--- src/inc/asps_params.svh ---
`ifndef ASPS_PARAMS_SVH
`define ASPS_PARAMS_SVH

// ==========================================================
// widths
`define ASPS_CHAN_W      6
`define ASPS_GRP_W       3
`define ASPS_DATA_W      14
`define ASPS_GAIN_W      2
`define ASPS_TMR_W       10
`define ASPS_DLEN_W      7
`define ASPS_NUM_CHAN    64

// ==========================================================
// channel numbering and gain codes
`define ASPS_FIRST_CHAN  6'h00
`define ASPS_CHAN_STEP   6'h01
`define ASPS_GAIN_X1     2'h0
`define ASPS_GAIN_X10    2'h1
`define ASPS_GAIN_X100   2'h2
`define ASPS_GAIN_RSVD   2'h3

// ==========================================================
// timing, times in ns as printed, cycle counts derived
`define ASPS_CLK_NS        20
`define ASPS_DISCHARGE_NS  1500
`define ASPS_CONV_NS       15000
`define ASPS_CYCLE_NS      17000
`define ASPS_HOUSEKEEP_NS  2000
`define ASPS_CONV_LAG_NS   100
`define ASPS_DIS_CYC  ((`ASPS_DISCHARGE_NS + `ASPS_CLK_NS - 1) / `ASPS_CLK_NS)
`define ASPS_CONV_CYC ((`ASPS_CONV_NS + `ASPS_CLK_NS - 1) / `ASPS_CLK_NS)
`define ASPS_CYC_CYC  ((`ASPS_CYCLE_NS + `ASPS_CLK_NS - 1) / `ASPS_CLK_NS)
`define ASPS_LAG_CYC  ((`ASPS_CONV_LAG_NS + `ASPS_CLK_NS - 1) / `ASPS_CLK_NS)

`endif

--- src/inc/asps_pkg.sv ---
`include "asps_params.svh"

package asps_pkg;

  // gray codes along idle-prime-swap-conv-store-pad-swap
  typedef enum logic [2:0] {
    ASPS_IDLE  = 3'h0,
    ASPS_PRIME = 3'h1,
    ASPS_SWAP  = 3'h3,
    ASPS_CONV  = 3'h2,
    ASPS_STORE = 3'h6,
    ASPS_PAD   = 3'h7
  } asps_state_t;

  typedef struct packed {
    logic [`ASPS_GRP_W-1:0]  grp;
    logic [`ASPS_GRP_W-1:0]  member;
    logic [`ASPS_GAIN_W-1:0] gain;
  } asps_sel_t;

  typedef struct packed {
    logic [`ASPS_CHAN_W-1:0] chan;
    logic [`ASPS_DATA_W-1:0] data;
  } asps_result_t;

endpackage

--- src/design/asps_sequencer.sv ---
`timescale 1ns/1ps
`include "asps_params.svh"

// ==========================================================
// Functional notes
// RULE1: the scan covers channels 00 to 63 carried as one 6-bit channel number.
// RULE2: the low three channel bits drive the first-level group member select.
// RULE3: the upper three channel bits drive the second-level group select.
// RULE4: the node discharge switch closes about 1.5 us and the new channel follows it.
// RULE5: gain lines come from the per-channel gain store in auto mode, else from straps.
// RULE6: two sample-and-hold stages alternate, one holding for conversion, one acquiring.
// RULE7: the two hold lines are always complementary and swap once per channel.
// RULE8: one convert command follows shortly after every hold swap.
// RULE9: after conversion a result-store strobe writes the word to the buffer slot.
// RULE10: each stored result is the 14-bit converter word.
// RULE11: at least 15 us passes from convert command to reading the result.
// RULE12: each channel cycle lasts 17 us, 2 us of it housekeeping; a store held by a bus access past 17 us stretches that cycle.
// RULE13: gain codes are 0 for x1, 1 for x10 and 2 for x100.
// RULE14: channels run upward from 00 and each result goes to its channel slot.
// RULE15: a store waits while a bus access to the buffer is in progress.
// RULE16: address and gain of the next channel are stable before its stage holds.
module asps_sequencer (
  input  wire logic                    clk_i,
  input  wire logic                    resetn_i,
  input  wire logic                    scan_enable_i,
  input  wire logic [`ASPS_CHAN_W-1:0] last_chan_i,
  input  wire logic                    auto_gain_i,
  input  wire logic [`ASPS_GAIN_W-1:0] fixed_gain_i,
  input  wire logic                    gain_wr_i,
  input  wire logic [`ASPS_CHAN_W-1:0] gain_wr_chan_i,
  input  wire logic [`ASPS_GAIN_W-1:0] gain_wr_code_i,
  input  wire logic [`ASPS_DATA_W-1:0] adc_data_i,
  input  wire logic                    bus_busy_i,
  output logic [`ASPS_GRP_W-1:0]       group_member_select_o,
  output logic [`ASPS_GRP_W-1:0]       group_select_o,
  output logic                         gain_sel_bit0_o,
  output logic                         gain_sel_bit1_o,
  output logic                         mux_discharge_o,
  output logic                         hold_a_o,
  output logic                         hold_b_o,
  output logic                         adc_convert_o,
  output logic                         result_strobe_o,
  output logic [`ASPS_CHAN_W-1:0]      result_chan_o,
  output logic [`ASPS_DATA_W-1:0]      result_data_o,
  output logic                         scan_active_o
);

  // ==========================================================
  // state and storage
  asps_pkg::asps_state_t  state;
  asps_pkg::asps_state_t  next_state;
  asps_pkg::asps_sel_t    sel;
  asps_pkg::asps_sel_t    next_sel;
  asps_pkg::asps_result_t result;
  asps_pkg::asps_result_t next_result;

  logic [`ASPS_CHAN_W-1:0] mux_chan;
  logic [`ASPS_CHAN_W-1:0] pending_chan;
  logic [`ASPS_CHAN_W-1:0] held_chan;
  logic [`ASPS_CHAN_W-1:0] next_chan;
  logic [`ASPS_GAIN_W-1:0] gain_mem [`ASPS_NUM_CHAN];
  logic [`ASPS_GAIN_W-1:0] raw_gain;
  logic [`ASPS_GAIN_W-1:0] legal_gain;

  logic enter_swap;
  logic enter_prime;
  logic lag_done;
  logic dis_end;
  logic store_fire;
  logic cyc_done;
  logic conv_done;
  logic dis_done;
  logic cyc_load;
  logic conv_load;
  logic [`ASPS_TMR_W-1:0] conv_val;

  // ==========================================================
  // decode
  assign enter_swap  = (state != asps_pkg::ASPS_SWAP) && (next_state == asps_pkg::ASPS_SWAP);
  assign enter_prime = (state == asps_pkg::ASPS_IDLE) && (next_state == asps_pkg::ASPS_PRIME);
  assign lag_done    = (state == asps_pkg::ASPS_SWAP) && conv_done;
  assign dis_end     = mux_discharge_o && dis_done && !enter_swap;
  assign store_fire  = (state == asps_pkg::ASPS_STORE) && !bus_busy_i;   // see RULE15
  assign cyc_load    = enter_swap || enter_prime;
  assign conv_load   = enter_swap || lag_done;
  assign conv_val    = lag_done ? `ASPS_TMR_W'(`ASPS_CONV_CYC - 1)      // see RULE11
                                : `ASPS_TMR_W'(`ASPS_LAG_CYC - 1);
  // wrap at the end of the active block, ascending from 00
  assign next_chan   = (mux_chan >= last_chan_i) ? `ASPS_FIRST_CHAN     // see RULE14
                                                 : mux_chan + `ASPS_CHAN_STEP;
  assign raw_gain    = auto_gain_i ? gain_mem[pending_chan] : fixed_gain_i;   // see RULE5
  // the reserved code would leave the amplifier undefined, fall back to x1
  assign legal_gain  = (raw_gain == `ASPS_GAIN_RSVD) ? `ASPS_GAIN_X1 : raw_gain; // see RULE13
  assign next_sel    = '{grp:    pending_chan[`ASPS_CHAN_W-1:`ASPS_GRP_W],  // see RULE3
                         member: pending_chan[`ASPS_GRP_W-1:0],             // see RULE2
                         gain:   legal_gain};
  assign next_result = '{chan: held_chan, data: adc_data_i};             // see RULE10

  assign group_member_select_o = sel.member;
  assign group_select_o        = sel.grp;
  assign gain_sel_bit0_o       = sel.gain[0];
  assign gain_sel_bit1_o       = sel.gain[1];
  assign result_chan_o         = result.chan;
  assign result_data_o         = result.data;

  // ==========================================================
  // timers
  asps_timer #(.W(`ASPS_TMR_W)) u_cyc_tmr (
    .clk_i      (clk_i),
    .resetn_i   (resetn_i),
    .load_i     (cyc_load),
    .load_val_i (`ASPS_TMR_W'(`ASPS_CYC_CYC - 1)),                     // see RULE12
    .done_o     (cyc_done)
  );

  asps_timer #(.W(`ASPS_TMR_W)) u_conv_tmr (
    .clk_i      (clk_i),
    .resetn_i   (resetn_i),
    .load_i     (conv_load),
    .load_val_i (conv_val),
    .done_o     (conv_done)
  );

  asps_timer #(.W(`ASPS_TMR_W)) u_dis_tmr (
    .clk_i      (clk_i),
    .resetn_i   (resetn_i),
    .load_i     (cyc_load),
    .load_val_i (`ASPS_TMR_W'(`ASPS_DIS_CYC - 1)),                     // see RULE4
    .done_o     (dis_done)
  );

  // ==========================================================
  // sequence
  always_comb begin
    next_state = state;
    case (state)
      asps_pkg::ASPS_IDLE: begin
        if (scan_enable_i) next_state = asps_pkg::ASPS_PRIME;
      end
      // first channel gets a full cycle of acquisition before it holds
      asps_pkg::ASPS_PRIME: begin
        if (cyc_done && !mux_discharge_o) next_state = asps_pkg::ASPS_SWAP;
      end
      asps_pkg::ASPS_SWAP: begin
        if (conv_done) next_state = asps_pkg::ASPS_CONV;                // see RULE8
      end
      asps_pkg::ASPS_CONV: begin
        if (conv_done) next_state = asps_pkg::ASPS_STORE;               // see RULE11
      end
      asps_pkg::ASPS_STORE: begin
        if (!bus_busy_i) next_state = asps_pkg::ASPS_PAD;               // see RULE15
      end
      // a stretched store leaves cyc_done already set: swap follows at once
      asps_pkg::ASPS_PAD: begin
        if (cyc_done) begin
          next_state = scan_enable_i ? asps_pkg::ASPS_SWAP : asps_pkg::ASPS_IDLE; // see RULE12
        end
      end
      default: next_state = asps_pkg::ASPS_IDLE;
    endcase
  end

  always_ff @(posedge clk_i or negedge resetn_i) begin
    if (!resetn_i) begin
      state         <= asps_pkg::ASPS_IDLE;
      scan_active_o <= 1'b0;
      adc_convert_o <= 1'b0;
    end else begin
      state         <= next_state;
      scan_active_o <= (next_state != asps_pkg::ASPS_IDLE);
      adc_convert_o <= lag_done;                                         // see RULE8
    end
  end

  // both lines flip on the same edge so they never agree
  always_ff @(posedge clk_i or negedge resetn_i) begin
    if (!resetn_i) begin
      hold_a_o  <= 1'b0;
      hold_b_o  <= 1'b1;
      held_chan <= `ASPS_FIRST_CHAN;
    end else if (enter_swap) begin
      hold_a_o  <= !hold_a_o;                                            // see RULE7
      hold_b_o  <= !hold_b_o;                                            // see RULE6
      held_chan <= mux_chan;
    end
  end

  // address moves only when the discharge window closes
  always_ff @(posedge clk_i or negedge resetn_i) begin
    if (!resetn_i) begin
      mux_discharge_o <= 1'b0;
      pending_chan    <= `ASPS_FIRST_CHAN;
      mux_chan        <= `ASPS_FIRST_CHAN;
      sel             <= '0;
    end else if (cyc_load) begin
      mux_discharge_o <= 1'b1;                                           // see RULE4
      pending_chan    <= enter_prime ? `ASPS_FIRST_CHAN : next_chan;     // see RULE1
    end else if (dis_end) begin
      mux_discharge_o <= 1'b0;
      mux_chan        <= pending_chan;                                   // see RULE4
      sel             <= next_sel;                                       // see RULE16
    end
  end

  always_ff @(posedge clk_i or negedge resetn_i) begin
    if (!resetn_i) begin
      result_strobe_o <= 1'b0;
      result          <= '0;
    end else begin
      result_strobe_o <= store_fire;                                     // see RULE9
      if (store_fire) result <= next_result;                             // see RULE14
    end
  end

  always_ff @(posedge clk_i or negedge resetn_i) begin
    if (!resetn_i) begin
      for (int i = 0; i < `ASPS_NUM_CHAN; i++) gain_mem[i] <= `ASPS_GAIN_X1;
    end else if (gain_wr_i) begin
      gain_mem[gain_wr_chan_i] <= gain_wr_code_i;                        // see RULE5
    end
  end

  // ==========================================================
  // checks
  localparam int CHK_LAG  = `ASPS_LAG_CYC;
  localparam int CHK_CONV = `ASPS_CONV_CYC;
  localparam int CHK_CYC  = `ASPS_CYC_CYC;
  localparam int CHK_DIS  = `ASPS_DIS_CYC;

  logic [`ASPS_TMR_W-1:0]  since_conv;
  logic [`ASPS_TMR_W-1:0]  since_swap;
  logic [`ASPS_DLEN_W-1:0] dis_len;
  logic                    hold_prev;
  logic                    swapped_once;
  logic                    stored_once;
  logic [`ASPS_CHAN_W-1:0] last_stored;

  always_ff @(posedge clk_i or negedge resetn_i) begin
    if (!resetn_i) begin
      since_conv   <= '1;
      since_swap   <= '0;
      dis_len      <= '0;
      hold_prev    <= 1'b0;
      swapped_once <= 1'b0;
      stored_once  <= 1'b0;
      last_stored  <= `ASPS_FIRST_CHAN;
    end else begin
      since_conv   <= adc_convert_o ? '0 : ((since_conv == '1) ? since_conv : since_conv + 1'b1);
      since_swap   <= (hold_a_o != hold_prev) ? '0 :
                      ((since_swap == '1) ? since_swap : since_swap + 1'b1);
      dis_len      <= mux_discharge_o ? dis_len + 1'b1 : '0;
      hold_prev    <= hold_a_o;
      swapped_once <= swapped_once || (hold_a_o != hold_prev);
      stored_once  <= stored_once || result_strobe_o;
      if (result_strobe_o) last_stored <= result_chan_o;
    end
  end

  chk_hold_complement: assert property (  // see RULE7
    @(posedge clk_i) disable iff (!resetn_i) hold_a_o != hold_b_o)
    else $error("hold lines not complementary");

  chk_swap_to_convert: assert property (  // see RULE8
    @(posedge clk_i) disable iff (!resetn_i)
    $changed(hold_a_o) |-> !adc_convert_o ##[CHK_LAG:CHK_LAG] adc_convert_o)
    else $error("convert command not at fixed lag after hold swap");

  chk_convert_single: assert property (  // see RULE8
    @(posedge clk_i) disable iff (!resetn_i) adc_convert_o |=> !adc_convert_o)
    else $error("convert command longer than one cycle");

  chk_conv_wait: assert property (  // see RULE11
    @(posedge clk_i) disable iff (!resetn_i) result_strobe_o |-> since_conv >= CHK_CONV)
    else $error("result stored before conversion time elapsed");

  chk_store_not_busy: assert property (  // see RULE15
    @(posedge clk_i) disable iff (!resetn_i)
    $rose(result_strobe_o) |-> !$past(bus_busy_i) && $past(state) == asps_pkg::ASPS_STORE)
    else $error("store taken during bus access");

  chk_discharge_len: assert property (  // see RULE4
    @(posedge clk_i) disable iff (!resetn_i) $fell(mux_discharge_o) |-> dis_len == CHK_DIS)
    else $error("discharge window length wrong");

  chk_addr_during_dis: assert property (  // see RULE4
    @(posedge clk_i) disable iff (!resetn_i)
    mux_discharge_o && $past(mux_discharge_o) |-> $stable(sel))
    else $error("channel changed inside discharge window");

  chk_sel_before_hold: assert property (  // see RULE16
    @(posedge clk_i) disable iff (!resetn_i)
    $changed(hold_a_o) |-> $stable(sel) && !$past(mux_discharge_o))
    else $error("selection not settled at hold");

  chk_cycle_period: assert property (  // see RULE12
    @(posedge clk_i) disable iff (!resetn_i)
    (hold_a_o != hold_prev) && swapped_once |-> since_swap >= CHK_CYC - 1)
    else $error("channel cycle shorter than period");

  chk_chan_ascend: assert property (  // see RULE14
    @(posedge clk_i) disable iff (!resetn_i)
    result_strobe_o && stored_once |->
      result_chan_o == `ASPS_FIRST_CHAN || result_chan_o == last_stored + `ASPS_CHAN_STEP)
    else $error("stored channel out of order");

  chk_gain_legal: assert property (  // see RULE13
    @(posedge clk_i) disable iff (!resetn_i) sel.gain != `ASPS_GAIN_RSVD)
    else $error("reserved gain code driven");

endmodule // asps_sequencer

--- src/design/asps_timer.sv ---
`timescale 1ns/1ps
`include "asps_params.svh"

// ==========================================================
// loadable down counter, done holds at zero
module asps_timer #(
  parameter int W = `ASPS_TMR_W
) (
  input  wire logic         clk_i,
  input  wire logic         resetn_i,
  input  wire logic         load_i,
  input  wire logic [W-1:0] load_val_i,
  output logic              done_o
);

  logic [W-1:0] count;
  logic [W-1:0] next_count;

  assign next_count = load_i ? load_val_i :
                      (count == '0) ? count : count - {{(W-1){1'b0}}, 1'b1};
  assign done_o     = (count == '0);

  always_ff @(posedge clk_i or negedge resetn_i) begin
    if (!resetn_i) begin
      count <= '0;
    end else begin
      count <= next_count;
    end
  end

endmodule // asps_timer

--- config.mk ---
export PLATFORM = sky130hd
export DESIGN_NAME = asps_sequencer
export DESIGN_NICKNAME = d
export VERILOG_FILES = /design/src/inc/asps_pkg.sv /design/src/design/asps_sequencer.sv /design/src/design/asps_timer.sv
export VERILOG_INCLUDE_DIRS = /design/src /design/src/inc
export SDC_FILE = /design/constraint.sdc
export NUM_CORES = 1
export LEC_CHECK = 0
export CAP_MARGIN = 20
export CORE_ASPECT_RATIO = 2
export CORE_MARGIN = 3
export CORE_UTILIZATION = 60
export DETAILED_ROUTE_END_ITERATION = 6
export DONT_BUFFER_PORTS = 1
export HOLD_SLACK_MARGIN = 0.12
export PLACE_DENSITY = 0.76
export SETUP_SLACK_MARGIN = 0.3
export SLEW_MARGIN = 20
export SYNTH_ARGS = -nofsm -noshare
export SYNTH_HDL_FRONTEND = slang
export SYNTH_SLANG_ARGS = --single-unit
--- constraint.sdc ---
create_clock -name clk_i -period 5.8 [get_ports clk_i]
set_input_delay 0 -clock clk_i [delete_from_list [all_inputs] [get_ports clk_i]]
set_output_delay 0 -clock clk_i [all_outputs]
set_load 0.03 [all_outputs]
==> impl_summary.txt <==
----------------------------------------------------
[GRT]
  Largest net degree at the start of global routing ... about 210
  Total GRT Usage ... approximately 25%
  Initial antenna violation count ... 0
  Vias in the first global route ... slightly above 7000
  Wire length of the first global-routing pass ... roughly 37000 um
  Global-route congestion overflow total ... 0

[STA]
  Fmax ... approximately 250 MHz
  Final setup violation count ... 0
  Setup TNS ... 0 ns
  Max-slew violation total from the final report ... 0
  Final critical delay including setup and external delays ... 3.987 ns
  Worst Skew ... 0.01365 ns
  Setup repair after global routing missed its margin ... false
  Portion of the clock cycle consumed by the worst path in the final layout ... between 60% and 70%
  Transition time of the tightest slew-check pin ... approximately 1.1 ns
  Normalized max-slew margin ... 25.28%
  Number of hold violations in the final report ... 0

[Placement]
  HPWL after detailed placement ... 15250 um
  Number of input and output port buffers inserted ... 0
  Weighted congestion at the end of routability-driven global placement ... ~0.86

[Drt]
  Number of detailed-route iterations in the first pass ... 5
  Routed wirelength normalized by instance count ... around 22 um
  Vias per cell ... about 6.2
  Number of routed nets with antenna violations ... 0
  Post-Route WL ... around 23000 um
  Total number of vias ... approximately 6400
  Count of routing violations after the opening detailed-route iteration ... 357
  Post-detailed-route DRC marker count ... 0

[Floorplanning]
  Initial Utilization ... between 60% and 70%
  Core outline area ... ~16000 sq um
  Number of top-level design ports ... 70
  DIE AREA ... between 15000 and 20000 sq um
  Number of rows in the core area ... 65
  Die height ... 187.3 um
  Width of the die ... approximately 97 um

[Final layout]
  Number of nets in the final layout ... slightly below 900
  Ratio of cells with drive above 1 in the final layout ... about 29%
  Share of the core filled with cells ... 70.22%
  FILL cells ... about 1100
  Area overhead of the layout relative to synthesis ... 13.53%
  Antenna diode instance count ... 0

[Clock tree]
  Clock insertion delay at the later pin of the skew report ... 0.49 ns
  Clock buffers created by TritonCTS ... 19
  Clk slew on worst S/H paths ... ~0.070 ns
  Clock Sinks ... ~210
  Htree depth ... 1
  Buffer levels on the longest clock path ... 3
  Number of gates given a new drive strength after cts ... 0
  Clock tree from TritonCTS ... done
  Clock tree root driver cell ... sky130_fd_sc_hd__clkbuf_16

[Run]
  Max-cap violation count ... 0

[Logic synthesis]
  Count of yosys warnings during synthesis ... 0
  Net Count, Synth ... about 830
  Cell area after synthesis ... ~10000 sq um
  Top-count cell post-synth ... sky130_fd_sc_hd__dfrtp_1
  Area contributors post-synth ... sky130_fd_sc_hd__dfrtp_1 (52%), sky130_fd_sc_hd__mux2_2 (18%), sky130_fd_sc_hd__mux4_2 (7.3%), sky130_fd_sc_hd__nor2_1 (3.0%), sky130_fd_sc_hd__nand2_1 (2.2%)
  Ranking of synthesized cells by instance count ... sky130_fd_sc_hd__dfrtp_1 (206), sky130_fd_sc_hd__mux2_2 (161), sky130_fd_sc_hd__nor2_1 (80), sky130_fd_sc_hd__nand2_1 (57)
  Post-synth top area share ... around 52%
  Mapped Avg Cell Area ... roughly 13 sq um
  Number of enable flip-flop cells after synthesis ... 0
  Number of distinct library cells after synthesis ... between 50 and 60
  Share of async-settable or async-resettable flops after synthesis ... 100.0%
  Leading area contributor after synthesis ... sky130_fd_sc_hd__dfrtp_1
  Synth Flop Type ... sky130_fd_sc_hd__dfrtp_1
  Synth Register Bits ... a little over 200
  Sequential cell area fraction in the yosys report ... between 50% and 60%
  Synth Instances ... 786

[Power and ir drop]
  Total power divided by cell area ... approximately 310 nW/um^2
  Maximum vdd ir drop ... 0.0002725 V
  Leak pwr ... around 5 nW

[Setup path]
  R2R cell count ... 10
  Category of the worst setup path launch point ... register
  Slowest stage cell on the critical path ... sky130_fd_sc_hd__nor4_4
  Crit path required time ... 6.22 ns
  Peak per-stage delay on the critical path ... just over 0.6 ns
  Setup CP Type ... register to register
  CP Data Arrival Time ... approximately 4.4 ns
  Worst R2R Setup Slack ... between 1.5 and 2 ns
  Type of destination of the critical path ... register
  End of the worst register-to-register path ... gain_sel_bit0_o$_DFFE_PN0P_
  Cells along the critical path ... inv_1 > ha_1 > or4b_1 > or3_1 > o311ai_1 > a211oi_2 > nor4_4 > o221ai_1 > o22ai_1 > dlygate4sd3_1
  R2r startpoint ... u_cyc_tmr.count[0]$_DFFE_PN0P_
  Crit path max fanout ... 12

[Hold path]
  Start point of the worst min-delay path ... gain_wr_chan_i[5]
  Hold Path Stages ... 3
  Hold Crit Class ... input port to register
  Endpoint of the worst hold path ... gain_mem[14]$_DFFE_PN0P_

[Status]
  Outcome ... completed

----------------------------------------------------
## layout by cell type, fill, tap and decap left out, types with 12 or more instances in the layout
cell type                       netlist  final
sky130_fd_sc_hd__mux2_2             161    161
sky130_fd_sc_hd__dlygate4sd3_1        0     51
sky130_fd_sc_hd__o21ai_0             17     17
sky130_fd_sc_hd__nand3_1             14     14
sky130_fd_sc_hd__clkbuf_16            0     19
sky130_fd_sc_hd__inv_1               19     19
sky130_fd_sc_hd__nand2_1             57     57
sky130_fd_sc_hd__xnor2_1             12     12
sky130_fd_sc_hd__nor3_1              15     14
sky130_fd_sc_hd__nor2_1              80     80
sky130_fd_sc_hd__xor2_1              16     16
sky130_fd_sc_hd__dfrtp_1            206    205
sky130_fd_sc_hd__mux4_2              32     32
## worst max path at each step
stage | start | to | slack, ns | depth (start not counted)
4_1_cts | u_cyc_tmr.count[0]$_DFFE_PN0P_ | gain_sel_bit0_o$_DFFE_PN0P_ | 1.77 | 10
2_1_floorplan | u_cyc_tmr.count[0]$_DFFE_PN0P_ | gain_sel_bit1_o$_DFFE_PN0P_ | 2.84 | 10
5_1_grt | u_cyc_tmr.count[0]$_DFFE_PN0P_ | gain_sel_bit0_o$_DFFE_PN0P_ | 1.38 | 10
3_3_place_gp | u_cyc_tmr.count[0]$_DFFE_PN0P_ | gain_sel_bit1_o$_DFFE_PN0P_ | 2.15 | 9
3_5_place_dp | u_cyc_tmr.count[0]$_DFFE_PN0P_ | gain_sel_bit1_o$_DFFE_PN0P_ | 1.94 | 9
6_report | u_cyc_tmr.count[0]$_DFFE_PN0P_ | gain_sel_bit0_o$_DFFE_PN0P_ | 1.81 | 10
## routing by layer
layer | share of wire [%] | vias up | track usage, % | routed length (um)
li1 | - | 2895 | - | -
met1 | 36 | 3318 | 28.39 | 8202
met2 | 56 | 154 | 47.36 | 12760
met3 | 3.4 | 55 | 3.098 | 768
met4 | 4.3 | 0 | 10.60 | 967
met5 | 0 | - | 0 | 0
## logic make-up (layout without fill, tap and decap cells)
logic type / Yosys count / in the layout / synth area share (%)
AND/OR/NAND/NOR: 235 / 235 / 11.81
adder cells (fa/ha/maj): 10 / 10 / 1.269
multiplexers: 198 / 198 / 26.21
AO/OA/AOI/OAI: 49 / 49 / 3.376
XOR/XNOR: 28 / 28 / 2.487
flip-flops: 207 / 207 / 52.55
buffers and inverters: 59 / 112 / 2.297
## area by class of cell
| cell class | count | area (sq um) | area share, % |
|---|---|---|---|
| Sequential cell | 207 | 5182 | 46.30 |
| Clock buffer | 30 | 556.8 | 4.974 |
| Inverter | 19 | 71.32 | 0.6372 |
| Clock inverter | 4 | 51.30 | 0.4583 |
| Multi-Input combinational cell | 520 | 4457 | 39.82 |
| Tap cell | 201 | 251.5 | 2.247 |
| Timing Repair Buffer | 59 | 623.1 | 5.567 |
## critical path, delay by kind of cell, from the launching register on
kind            cells  cell delay, ns
compound gates      4            1.16
fa+ha+maj           1            0.20
flops               1            0.42
simple gates        3            1.50
buf+inv             2            0.64
## sequential cells by signal, summed over array words and instances (netlist names), 6 cells and up
| register | count |
|---|---|
| gain_mem | 128 |
| held_chan | 6 |
| pending_chan | 6 |
| result_chan_o | 6 |
| result_data_o | 14 |
| u_conv_tmr.count | 10 |
| u_cyc_tmr.count | 10 |
| u_dis_tmr.count | 10 |
## per-stage QoR
step / area (sq um) / setup WS (ns) / hold slack [ns] / instances / power (mW)
after CTS: 11190 / 1.771 / 0.1340 / 1039 / 3.490
after floorplan: 9859 / 2.836 / -0.2956 / 786 / 2.082
after detailed placement: 9992 / 1.944 / -0.2907 / 951 / 2.186
after global placement: 9992 / 2.154 / -0.2881 / 951 / 2.146
after global routing: 11190 / 1.385 / 0.1436 / 1040 / 3.640
final: 11190 / 1.813 / 0.1517 / 1040 / 3.477
## power by group
part | leakage, nW | internal (mW) | switching, mW
logic | 1.92 | 0.254 | 0.208
clock network | 0.294 | 0.707 | 0.530
registers | 2.68 | 1.63 | 0.149
total | 4.89 | 2.59 | 0.887
## timing repair
action | 4_1_cts | 5_1_grt
hold endpoints to repair | 367 | 0
setup buffers | 0 | 0
hold buffers | 54 | 0
endpoints found under the setup margin | 0 | 0
Note: power is estimated with default switching activity, not from simulation.
